## src/inc/xon_pkg.sv

```systemverilog
// Purpose: shared constants for the flow-controlled serial receive node
// Assumes: 200 MHz core clock, 8N1 framing, least significant bit first
// Notes:   rates are kept in bits per second, periods are derived in the node
package xon_pkg;
  localparam int unsigned BYTE_W       = 8;                 // payload byte width
  localparam int unsigned RING_DEPTH   = 16;                // ring entries
  localparam int unsigned IDX_W        = 4;                 // ring index width
  localparam int unsigned PTR_W        = 5;                 // index plus wrap bit
  localparam int unsigned LOW_MARK     = 3;                 // free or stored threshold
  localparam int unsigned CNT_W        = 18;                // bit period counter width
  localparam int unsigned MEAS_W       = 21;                // span counter width
  localparam int unsigned MEAS_SHIFT   = 3;                 // span covers eight bits
  localparam int unsigned FRAME_BITS   = 10;                // start, eight data, stop
  localparam int unsigned CLK_HZ       = 32'h0BEB_C200;     // 200 MHz core clock
  localparam int unsigned INIT_BPS_DEF = 32'h0000_2580;     // 9600 bps start rate
  localparam int unsigned MIN_BPS_DEF  = 32'h0000_04B0;     // 1200 bps lowest rate
  localparam int unsigned MAX_BPS_DEF  = 32'h0004_C4B4;     // 312500 bps highest rate
  localparam logic [7:0]  XON_CODE     = 8'h11;             // sending allowed
  localparam logic [7:0]  XOFF_CODE    = 8'h13;             // sending stopped
  localparam logic [7:0]  CORR_CODE    = 8'h55;             // rate training byte
  localparam logic [2:0]  MEAS_EDGES   = 3'h4;              // falling edges after first
  localparam logic        correction_on_value  = 1'b1;      // training enabled
  localparam logic        correction_off_value = 1'b0;      // training skipped

  // node operating modes
  typedef enum logic [1:0] {
    MODE_MEASURE  = 2'b00,
    MODE_SEND_XON = 2'b01,
    MODE_RUN      = 2'b10
  } mode_e;

  // receiver framing states
  typedef enum logic [1:0] {
    RX_IDLE  = 2'b00,
    RX_START = 2'b01,
    RX_DATA  = 2'b10,
    RX_STOP  = 2'b11
  } rx_e;

  // true for a byte that collides with a flow code
  function automatic logic isFlowCode(input logic [7:0] b);
    isFlowCode = (b == XON_CODE) || (b == XOFF_CODE);
  endfunction : isFlowCode
endpackage : xon_pkg

```

## src/design/ring_mem.sv

```systemverilog
// Purpose: sixteen byte storage for the receive ring
// Assumes: one write and one read port on core_clk
// Notes:   read data is registered, valid the cycle after the address
`timescale 1ns/1ps
`default_nettype none
module ring_mem (
  input  wire logic                       core_clk,
  input  wire logic                       wrEn,
  input  wire logic [xon_pkg::IDX_W-1:0]  wrIdx,
  input  wire logic [xon_pkg::BYTE_W-1:0] wrData,
  input  wire logic [xon_pkg::IDX_W-1:0]  rdIdx,
  output logic      [xon_pkg::BYTE_W-1:0] rdData
);
  import xon_pkg::*;
  logic [BYTE_W-1:0] mem [RING_DEPTH];   // byte cells, no reset needed

  // write then registered read
  always_ff @(posedge core_clk) begin
    if (wrEn) begin
      mem[wrIdx] <= wrData;
    end
    rdData <= mem[rdIdx];
  end
endmodule : ring_mem
`default_nettype wire

```

## src/design/skid_buf2.sv

```systemverilog
// Purpose: two-entry buffer between the ring and the byte consumer
// Assumes: valid and ready on both sides, same clock
// Notes:   out data comes straight from a register
`timescale 1ns/1ps
`default_nettype none
module skid_buf2 #(
  parameter int unsigned WIDTH = 9
) (
  input  wire logic             core_clk,
  input  wire logic             rst,
  input  wire logic             inValid,
  output logic                  inReady,
  input  wire logic [WIDTH-1:0] inData,
  output logic                  outValid,
  input  wire logic             outReady,
  output logic      [WIDTH-1:0] outData
);
  logic [WIDTH-1:0] slot0_r, slot0_nxt;  // head entry
  logic [WIDTH-1:0] slot1_r, slot1_nxt;  // second entry
  logic [1:0]       cnt_r, cnt_nxt;      // entries held

  assign inReady  = (cnt_r != 2'h2);
  assign outValid = (cnt_r != 2'h0);
  assign outData  = slot0_r;

  // pop shifts the second slot forward, push fills the first free slot
  always_comb begin
    slot0_nxt = slot0_r;
    slot1_nxt = slot1_r;
    cnt_nxt   = cnt_r;
    if (outValid && outReady) begin
      slot0_nxt = slot1_r;
      cnt_nxt   = cnt_nxt - 2'h1;
    end
    if (inValid && inReady) begin
      if (cnt_nxt == 2'h0) begin
        slot0_nxt = inData;
      end else begin
        slot1_nxt = inData;
      end
      cnt_nxt = cnt_nxt + 2'h1;
    end
  end

  // register the entries
  always_ff @(posedge core_clk or posedge rst) begin
    if (rst) begin
      slot0_r <= '0;
      slot1_r <= '0;
      cnt_r   <= 2'h0;
    end else begin
      slot0_r <= slot0_nxt;
      slot1_r <= slot1_nxt;
      cnt_r   <= cnt_nxt;
    end
  end

  a_no_overfill: assert property (@(posedge core_clk) disable iff (rst)
    (cnt_r == 2'h2 && !outReady) |=> (cnt_r == 2'h2 && $stable(slot0_r)))
    else $error("buffer lost or moved a held word");
endmodule : skid_buf2
`default_nettype wire

```

## src/design/xon_rx_node.sv

```systemverilog
// Purpose: serial receive node with software flow control and rate training
// Assumes: peer obeys stop and go codes; one clock, async high reset
// Notes:   rate training measures the 0x55 training byte on the rx pin
// Operation
// sixteen entry ring, wrapping write and read
// send stop code at three free entries
// send go code at three stored entries
// peer sends 0x55; node measures, applies rate
// accept trained rates 1200 to 312500 only
// training selectable at build, on by default
// start rate configurable, default 9600
// flag data bytes that look like codes
// go code 0x11, stop code 0x13
// send go code after applying trained rate
// peer stops loading after current byte
// peer starts nothing new while stopped
`timescale 1ns/1ps
`default_nettype none
module xon_rx_node #(
  parameter logic        CORRECTION_SELECT = xon_pkg::correction_on_value,
  parameter int unsigned INIT_BPS          = xon_pkg::INIT_BPS_DEF,
  parameter int unsigned MIN_BPS           = xon_pkg::MIN_BPS_DEF,
  parameter int unsigned MAX_BPS           = xon_pkg::MAX_BPS_DEF
) (
  input  wire logic                       core_clk,
  input  wire logic                       rst,
  input  wire logic                       rxdPin,
  output logic                            txdPin,
  output logic                            rdValid,
  input  wire logic                       rdReady,
  output logic      [xon_pkg::BYTE_W-1:0] rdData,
  output logic                            rdIsCode,
  output logic                            linkUp,
  output logic                            peerHeld
);
  import xon_pkg::*;

  // derived bit periods in core cycles
  localparam logic [CNT_W-1:0] INIT_PERIOD = CNT_W'(CLK_HZ / INIT_BPS);
  localparam logic [CNT_W-1:0] MIN_PERIOD  = CNT_W'(CLK_HZ / MAX_BPS);
  localparam logic [CNT_W-1:0] MAX_PERIOD  = CNT_W'(CLK_HZ / MIN_BPS);
  localparam logic [MEAS_W-1:0] MAX_SPAN   = MEAS_W'({MAX_PERIOD, 3'h0});
  localparam logic [PTR_W-1:0] HIGH_FILL   = PTR_W'(RING_DEPTH - LOW_MARK);
  localparam logic [PTR_W-1:0] LOW_FILL    = PTR_W'(LOW_MARK);
  localparam logic [PTR_W-1:0] FULL_FILL   = PTR_W'(RING_DEPTH);
  localparam logic [3:0]       FRAME_CNT   = 4'(FRAME_BITS);
  localparam mode_e            FIRST_MODE  = (CORRECTION_SELECT == correction_on_value) ?
                                             MODE_MEASURE : MODE_RUN;

  // input synchroniser
  logic rxMeta_r;                          // first stage, read only by next stage
  logic rxS_r;                             // synchronised line level
  logic rxPrev_r;                          // previous level for edge detect
  logic rxFall;                            // falling edge on the line

  always_ff @(posedge core_clk or posedge rst) begin
    if (rst) begin
      rxMeta_r <= 1'b1;
      rxS_r    <= 1'b1;
      rxPrev_r <= 1'b1;
    end else begin
      rxMeta_r <= rxdPin;
      rxS_r    <= rxMeta_r;
      rxPrev_r <= rxS_r;
    end
  end
  assign rxFall = rxPrev_r & ~rxS_r;

  // mode, rate training and flow state
  mode_e             mode_r, mode_nxt;         // node mode
  logic [CNT_W-1:0]  period_r, period_nxt;     // active bit period
  logic [MEAS_W-1:0] span_r, span_nxt;         // cycles since first training edge
  logic [2:0]        edges_r, edges_nxt;       // training edges seen
  logic              flowOff_r, flowOff_nxt;   // stop code sent, go not yet
  logic [CNT_W-1:0]  trained;                  // candidate period
  logic              trainOk;                  // candidate within limits
  logic              txGo;                     // launch a code this cycle
  logic [7:0]        txByte;                   // code to launch
  logic              txBusy_r;                 // transmitter active
  logic [PTR_W-1:0]  wrPtr_r, rdPtr_r;         // ring positions
  logic [PTR_W-1:0]  fill;                     // stored entries

  assign fill    = wrPtr_r - rdPtr_r;
  assign trained = CNT_W'(span_r >> MEAS_SHIFT);
  assign trainOk = (trained >= MIN_PERIOD) && (trained <= MAX_PERIOD);

  // next mode, trained period and flow codes
  always_comb begin
    mode_nxt    = mode_r;
    period_nxt  = period_r;
    span_nxt    = span_r + MEAS_W'(1);
    edges_nxt   = edges_r;
    flowOff_nxt = flowOff_r;
    txGo        = 1'b0;
    txByte      = XON_CODE;
    unique case (mode_r)
      MODE_MEASURE: begin
        // 0x55 gives five falling edges two bit times apart, eight bit times from first to last
        if (rxFall) begin
          if (edges_r == 3'h0) begin
            span_nxt  = MEAS_W'(1);                // count the edge cycle, span is whole bits
            edges_nxt = 3'h1;
          end else if (edges_r == MEAS_EDGES) begin
            edges_nxt = 3'h0;
            if (trainOk) begin
              period_nxt = trained;
              mode_nxt   = MODE_SEND_XON;
            end
          end else begin
            edges_nxt = edges_r + 3'h1;
          end
        end else if (edges_r != 3'h0 && span_r > MAX_SPAN) begin
          edges_nxt = 3'h0;                        // too slow, restart
        end
      end
      MODE_SEND_XON: begin
        // announce the new rate, then wait for an idle line
        if (!txBusy_r && edges_r == 3'h0) begin
          txGo      = 1'b1;
          txByte    = XON_CODE;
          edges_nxt = 3'h1;
        end else if (!txBusy_r && rxS_r) begin
          mode_nxt  = MODE_RUN;
          edges_nxt = 3'h0;
        end
      end
      MODE_RUN: begin
        if (!txBusy_r && !flowOff_r && fill >= HIGH_FILL) begin
          txGo        = 1'b1;
          txByte      = XOFF_CODE;
          flowOff_nxt = 1'b1;
        end else if (!txBusy_r && flowOff_r && fill <= LOW_FILL) begin
          txGo        = 1'b1;
          txByte      = XON_CODE;
          flowOff_nxt = 1'b0;
        end
      end
      default: begin
        mode_nxt = MODE_RUN;
      end
    endcase
  end

  always_ff @(posedge core_clk or posedge rst) begin
    if (rst) begin
      mode_r    <= FIRST_MODE;
      period_r  <= INIT_PERIOD;
      span_r    <= '0;
      edges_r   <= 3'h0;
      flowOff_r <= 1'b0;
    end else begin
      mode_r    <= mode_nxt;
      period_r  <= period_nxt;
      span_r    <= span_nxt;
      edges_r   <= edges_nxt;
      flowOff_r <= flowOff_nxt;
    end
  end

  // code transmitter
  logic [FRAME_BITS-1:0] txFrame_r, txFrame_nxt;   // bits still to send
  logic [3:0]            txBits_r, txBits_nxt;     // bits left in frame
  logic [CNT_W-1:0]      txCnt_r, txCnt_nxt;       // cycles left in bit
  logic                  txBusy_nxt;
  logic                  txd_r, txd_nxt;           // registered line level
  logic [7:0]            txLast_r, txLast_nxt;     // last code launched

  always_comb begin
    txFrame_nxt = txFrame_r;
    txBits_nxt  = txBits_r;
    txCnt_nxt   = txCnt_r;
    txBusy_nxt  = txBusy_r;
    txLast_nxt  = txLast_r;
    if (txGo) begin
      txFrame_nxt = {1'b1, txByte, 1'b0};
      txBits_nxt  = FRAME_CNT;
      txCnt_nxt   = period_r - CNT_W'(1);
      txBusy_nxt  = 1'b1;
      txLast_nxt  = txByte;
    end else if (txBusy_r) begin
      if (txCnt_r != '0) begin
        txCnt_nxt = txCnt_r - CNT_W'(1);
      end else if (txBits_r == 4'h1) begin
        txBusy_nxt = 1'b0;                         // stop bit done
      end else begin
        txFrame_nxt = {1'b1, txFrame_r[FRAME_BITS-1:1]};
        txBits_nxt  = txBits_r - 4'h1;
        txCnt_nxt   = period_r - CNT_W'(1);
      end
    end
    txd_nxt = txBusy_nxt ? txFrame_nxt[0] : 1'b1;
  end

  always_ff @(posedge core_clk or posedge rst) begin
    if (rst) begin
      txFrame_r <= '1;
      txBits_r  <= 4'h0;
      txCnt_r   <= '0;
      txBusy_r  <= 1'b0;
      txd_r     <= 1'b1;
      txLast_r  <= 8'h00;
    end else begin
      txFrame_r <= txFrame_nxt;
      txBits_r  <= txBits_nxt;
      txCnt_r   <= txCnt_nxt;
      txBusy_r  <= txBusy_nxt;
      txd_r     <= txd_nxt;
      txLast_r  <= txLast_nxt;
    end
  end
  assign txdPin = txd_r;

  // byte receiver, active only once the rate is settled
  rx_e              rxSt_r, rxSt_nxt;          // framing state
  logic [CNT_W-1:0] rxCnt_r, rxCnt_nxt;        // cycles to next sample
  logic [2:0]       rxBit_r, rxBit_nxt;        // data bit index
  logic [7:0]       rxSh_r, rxSh_nxt;          // assembling byte
  logic             rxDone;                    // whole byte with good stop bit

  always_comb begin
    rxSt_nxt  = rxSt_r;
    rxCnt_nxt = rxCnt_r;
    rxBit_nxt = rxBit_r;
    rxSh_nxt  = rxSh_r;
    rxDone    = 1'b0;
    if (rxCnt_r != '0) begin
      rxCnt_nxt = rxCnt_r - CNT_W'(1);
    end
    unique case (rxSt_r)
      RX_IDLE: begin
        if (mode_r == MODE_RUN && rxFall) begin
          rxSt_nxt  = RX_START;
          rxCnt_nxt = period_r >> 1;           // aim at mid bit
        end
      end
      RX_START: begin
        if (rxCnt_r == '0) begin
          rxSt_nxt  = rxS_r ? RX_IDLE : RX_DATA;  // glitch goes back idle
          rxCnt_nxt = period_r - CNT_W'(1);
          rxBit_nxt = 3'h0;
        end
      end
      RX_DATA: begin
        if (rxCnt_r == '0) begin
          rxSh_nxt  = {rxS_r, rxSh_r[7:1]};
          rxCnt_nxt = period_r - CNT_W'(1);
          rxBit_nxt = rxBit_r + 3'h1;
          if (rxBit_r == 3'h7) begin
            rxSt_nxt = RX_STOP;
          end
        end
      end
      RX_STOP: begin
        if (rxCnt_r == '0) begin
          rxDone   = rxS_r;                    // framing error drops the byte
          rxSt_nxt = RX_IDLE;
        end
      end
    endcase
  end

  always_ff @(posedge core_clk or posedge rst) begin
    if (rst) begin
      rxSt_r  <= RX_IDLE;
      rxCnt_r <= '0;
      rxBit_r <= 3'h0;
      rxSh_r  <= 8'h00;
    end else begin
      rxSt_r  <= rxSt_nxt;
      rxCnt_r <= rxCnt_nxt;
      rxBit_r <= rxBit_nxt;
      rxSh_r  <= rxSh_nxt;
    end
  end

  // ring pointers and drain toward the output buffer
  logic [PTR_W-1:0]  wrPtr_nxt, rdPtr_nxt;
  logic              rdPend_r, rdPend_nxt;     // memory read in flight
  logic              ringWr;                   // store this cycle
  logic              bufReady;                 // output buffer has room
  logic [BYTE_W-1:0] memQ;                     // registered ring data

  always_comb begin
    ringWr     = rxDone && (fill != FULL_FILL);
    wrPtr_nxt  = ringWr ? wrPtr_r + PTR_W'(1) : wrPtr_r;
    rdPend_nxt = (fill != '0) && !rdPend_r && bufReady;
    rdPtr_nxt  = rdPend_nxt ? rdPtr_r + PTR_W'(1) : rdPtr_r;
  end

  always_ff @(posedge core_clk or posedge rst) begin
    if (rst) begin
      wrPtr_r  <= '0;
      rdPtr_r  <= '0;
      rdPend_r <= 1'b0;
    end else begin
      wrPtr_r  <= wrPtr_nxt;
      rdPtr_r  <= rdPtr_nxt;
      rdPend_r <= rdPend_nxt;
    end
  end

  ring_mem u_ring (
    .core_clk (core_clk),
    .wrEn     (ringWr),
    .wrIdx    (wrPtr_r[IDX_W-1:0]),
    .wrData   (rxSh_r),
    .rdIdx    (rdPtr_r[IDX_W-1:0]),
    .rdData   (memQ)
  );

  // code-like data is marked so the consumer can tell it apart
  logic [BYTE_W:0] bufIn;                      // flag and byte
  logic [BYTE_W:0] bufOut;
  assign bufIn = {isFlowCode(memQ), memQ};

  skid_buf2 #(.WIDTH(BYTE_W + 1)) u_out (
    .core_clk (core_clk),
    .rst      (rst),
    .inValid  (rdPend_r),
    .inReady  (bufReady),
    .inData   (bufIn),
    .outValid (rdValid),
    .outReady (rdReady),
    .outData  (bufOut)
  );
  assign rdData   = bufOut[BYTE_W-1:0];
  assign rdIsCode = bufOut[BYTE_W];
  assign linkUp   = (mode_r == MODE_RUN);
  assign peerHeld = flowOff_r;

  // checks
  a_ring_bound: assert property (@(posedge core_clk) disable iff (rst)
    fill <= FULL_FILL) else $error("ring holds more than sixteen");
  a_stop_sent: assert property (@(posedge core_clk) disable iff (rst)
    (mode_r == MODE_RUN && !txBusy_r && !flowOff_r && fill >= HIGH_FILL)
    |=> (txBusy_r && flowOff_r && txLast_r == XOFF_CODE && !txd_r))
    else $error("stop code not launched at high fill");
  a_go_sent: assert property (@(posedge core_clk) disable iff (rst)
    (mode_r == MODE_RUN && !txBusy_r && flowOff_r && fill <= LOW_FILL)
    |=> (txBusy_r && !flowOff_r && txLast_r == XON_CODE))
    else $error("go code not launched at low fill");
  a_rate_apply: assert property (@(posedge core_clk) disable iff (rst)
    (mode_r == MODE_MEASURE && rxFall && edges_r == MEAS_EDGES && trainOk)
    |=> (mode_r == MODE_SEND_XON && period_r == $past(trained)))
    else $error("trained rate not applied");
  a_rate_limits: assert property (@(posedge core_clk) disable iff (rst)
    $changed(period_r) |-> ($past(mode_r) == MODE_MEASURE && mode_r == MODE_SEND_XON))
    else $error("rate changed outside training");
  a_rate_range: assert property (@(posedge core_clk) disable iff (rst)
    (mode_r == MODE_SEND_XON) |-> (period_r >= MIN_PERIOD && period_r <= MAX_PERIOD))
    else $error("trained rate out of range");
  a_first_mode: assert property (@(posedge core_clk) disable iff (rst)
    $past(rst) |-> (mode_r == FIRST_MODE && !txBusy_r))
    else $error("wrong mode after reset");
  a_start_rate: assert property (@(posedge core_clk) disable iff (rst)
    (mode_r == MODE_MEASURE) |-> (period_r == INIT_PERIOD))
    else $error("start rate disturbed before training");
  a_code_flag: assert property (@(posedge core_clk) disable iff (rst)
    rdValid |-> (rdIsCode == isFlowCode(rdData)))
    else $error("code-like flag wrong");
  a_go_after_fix: assert property (@(posedge core_clk) disable iff (rst)
    (mode_r == MODE_SEND_XON && !txBusy_r && edges_r == 3'h0)
    |=> (txBusy_r && txLast_r == XON_CODE) ##1 (!txd_r))
    else $error("go code not sent after training");
endmodule : xon_rx_node
`default_nettype wire

```

## config.mk

```make
export PLATFORM = sky130hd
export DESIGN_NAME = xon_rx_node
export DESIGN_NICKNAME = d
export VERILOG_FILES = /design/src/inc/xon_pkg.sv /design/src/design/ring_mem.sv /design/src/design/skid_buf2.sv /design/src/design/xon_rx_node.sv
export SDC_FILE = /design/constraint.sdc
export NUM_CORES = 1
export LEC_CHECK = 0
export ABC_CLOCK_PERIOD_IN_PS = 7100
export BUFFER_PORTS_ARGS = -buffer_cell sky130_fd_sc_hd__buf_2
export CORE_MARGIN = 8
export CORE_UTILIZATION = 62
export DETAILED_ROUTE_END_ITERATION = 8
export PLACE_DENSITY_LB_ADDON = 0.12
export SYNTH_ARGS = -nofsm -noshare
export SYNTH_HDL_FRONTEND = slang
export SYNTH_SLANG_ARGS = --single-unit
```

## constraint.sdc

```tcl
create_clock -name core_clk -period 7.1 [get_ports core_clk]
set_input_delay 1.42 -clock core_clk [delete_from_list [all_inputs] [get_ports core_clk]]
set_output_delay 1.42 -clock core_clk [all_outputs]
set_load 0.02 [all_outputs]
```

==> results by group <==
Critical path
  • CP endpoint kind: flop
  • CP Launch Type: flop
  • CP Cell Sequence: buf_4 -> ha_1 -> inv_1 -> fa_1 -> a21o_1 -> a21oi_1 -> xnor2_1 -> a311oi_4 -> nand2_1 -> nor3_1
  • Worst R2R Start: rdPtr_r[0]
  • R2r endpoint: u_ring.mem[4][0]
  • CP max stage cell: nor3_1
  • R2R Setup Slk: 2.88 ns
  • Critical path fanouts, max: 36
  • Crit path from: rdPtr_r[0]
  • FF-to-FF path depth: 10
  • Critical path data arrival time: 4.38 ns
  • Worst path required time: 7.26 ns
  • Critical path endpoint: u_ring.mem[4][0]
  • Crit Path Class: reg2reg
  • Critical Path Max Stage Delay: 0.87 ns

STA
  • Post-route setup slack: 2.88 ns
  • TNS Setup: 0 ns
  • Achievable frequency: 237 MHz
  • Max-Slew Margin vs Limit: 27.0%
  • Final Hold Viols: 0
  • Setup-failing EPs final: 0
  • Fin crit share: 59.4%
  • Worst Clk Skew: 0.0197 ns
  • RSZ-0062 raised after global routing: false
  • Slew Limit Fails: 0
  • Final Critical Period: 4.22 ns
  • Worst-margin pin slew: 1.09 ns

GRT
  • Initial antenna violation count: 0
  • Vias in the first global route: 8030
  • First-pass GRT wire length: 43.5 mm
  • Total GRT Usage: 20.8%
  • Largest net degree at the start of global routing: 79
  • Total gr overflow: 0

Synthesis
  • FF+latch count, synth: 280
  • Syn avg cell area: 12.8 um2
  • Async set or reset register ratio after synthesis: 51.4%
  • Synth top area share: 29.5%
  • Count leader, synth: edfxtp_1
  • Register area share after synthesis: 58.5%
  • Synth warnings: 0
  • Post-synth top area cell: edfxtp_1
  • Syn nets: 1057
  • Syn Inst Count: 1021
  • Top_reg_cell synth: edfxtp_1
  • Synth cell count leaders: edfxtp_1 (128), dfrtp_1 (124), nand2_1 (78)
  • Syn Std Cell Area: 13000 um2
  • Top post-synthesis cells by area: edfxtp_1 (29%), dfrtp_1 (24%), mux4_2 (6.9%)
  • Library cells used by synthesis: 81
  • Post-synth EDFFs: 128

Final layout
  • Fraction of layout cells with a size suffix above 1: 17.1%
  • Syn-to-layout area delta: 9.69%
  • Nets@finish: 1067
  • # diodes: 0

Die
  • Row count: 53
  • Starting Density: 62.6%
  • Die Y: 161 um
  • I/O Pins: 17
  • Die area: 25900 um2
  • DIE WIDTH: 161 um
  • Placeable core area: 20800 um2

Routing
  • DRC viols: 0
  • Vias/cell: 6.20
  • DR WL/cell: 20.3 um
  • Pre-antenna DRT Iters: 5
  • DR vias: 8233
  • Antenna viol nets, final: 0
  • Total length of routed wires: 26.9 mm
  • Drt initial violations: 635

Power and ir drop
  • Peak VDD IR: 183 uV
  • Pwr Density: 234 nW/um2
  • Pleak: 0.00533 uW

Worst hold path
  • Hold Path Class: reg2reg

CTS
  • CTS tree: built
  • Clock root cell: clkbuf_16
  • Postcts setup bufs: 0
  • Num Clock Sinks: 280
  • # resized after CTS: 0
  • Clock buffer depth: 3
  • CTS clk-pin slew, worst paths: 0.06 ns
  • Hold_buf cts: 0
  • Clock latency on the worst-skew pair: 0.55 ns
  • H-tree depth: 1
  • CTS buffer count: 28

Placed design
  • Pre-CTS WS: 2.84 ns
  • GP Congestion: 0.823
  • DP Wirelength: 18.5 mm
  • IO Port Bufs: 16

Outcome
  • Status: finished, final reports clean

Run
  • Max-Cap Viols: 0
worst max-delay path: cells and delay by family, from the launching register on:
kind	cells	cell delay (ns)
flip-flops	1	0.34
adder cells (fa/ha/maj)	2	0.67
AND/OR/NAND/NOR	2	1.08
buffers and inverters	2	0.57
AO/OA/AOI/OAI	3	0.96
XOR/XNOR	1	0.21
metal layers:
metal  routed length [um]  global-route usage (%)  up-vias
li1                     -                       -     3839
met1                12700                    31.6     4068
met2                11700                    30.4      282
met3                 2060                    4.05       44
met4                  422                    4.97        0
met5                    0                       0        -
layout by cell type, fill, tap and decap left out, types with 15 or more instances in the layout:
cell type | netlist | routed
dfstp_2 | 20 | 20
nor4_1 | 15 | 15
mux4_2 | 40 | 40
nor3_1 | 31 | 31
dfrtp_1 | 124 | 123
clkbuf_16 | 0 | 28
buf_2 | 7 | 16
edfxtp_1 | 128 | 128
o21ai_0 | 54 | 54
o22ai_1 | 19 | 19
mux2_2 | 35 | 35
ha_1 | 31 | 31
inv_1 | 44 | 43
mux2i_1 | 17 | 17
nand3_1 | 31 | 31
xnor2_1 | 32 | 32
xor2_1 | 23 | 23
nand2_1 | 78 | 78
a21oi_1 | 26 | 26
nor2_1 | 57 | 57
worst min path at each step:
stage / end / startpoint / cells after the start
2_1_floorplan: rxS_r / rxMeta_r / 0
3_3_place_gp: rxS_r / rxMeta_r / 0
3_5_place_dp: rxS_r / rxMeta_r / 0
4_1_cts: rxS_r / rxMeta_r / 0
5_1_grt: rxS_r / rxMeta_r / 0
6_report: rxS_r / rxMeta_r / 0
sequential cells by signal, indices dropped and copies added, names as in the netlist, 9 cells and up, named ones only:
register and count:
period_r 18, rxCnt_r 18, span_r 21, txCnt_r 18
txFrame_r 10, u_out.outData 9, u_out.slot1_r 9, u_ring.mem 128
through the flow:
| step | std cells | utilization, % | hold slack [ns] | instance area [um2] | total power [uW] |
|---|---|---|---|---|---|
| CTS | 1328 | 68.7 | 0.357 | 14300 | 3360 |
| global placement | 1276 | 64.1 | 0.346 | 13400 | 1870 |
| finish | 1328 | 68.7 | 0.356 | 14300 | 3340 |
| detailed placement | 1276 | 64.1 | 0.348 | 13400 | 1870 |
| global route | 1328 | 68.7 | 0.365 | 14300 | 3450 |
| floorplan | 1021 | - | 0.345 | 13000 | 1840 |
kinds of logic after synthesis:
| kind of cell | Yosys count | synth area share (%) |
|---|---|---|
| muxes | 92 | 11.2 |
| AOI/OAI and AO/OA | 179 | 9.28 |
| DFF | 280 | 58.5 |
| adders and majority gates | 32 | 3.13 |
| buffers and inverters | 87 | 2.57 |
| and+or+nand+nor | 296 | 11.6 |
| xor gates and xnor gates | 55 | 3.69 |
power by group:
part	leakage [uW]	total [uW]	switching, uW	internal [uW]
Combinational	0.00200	114	69.5	44.5
Clock	0.000467	1500	609	893
Sequential	0.00286	1730	22.4	1700
Total	0.00533	3340	701	2640
layout make-up:
class | instances | area (um2)
Clock buffer | 33 | 739
Clock inverter | 19 | 215
Fill cell | 1427 | 6520
Inverter | 45 | 174
Multi-Input combinational cell | 654 | 5070
Sequential cell | 280 | 7630
Tap cell | 275 | 344
Timing Repair Buffer | 22 | 125
(Power assumes the default switching activity.)
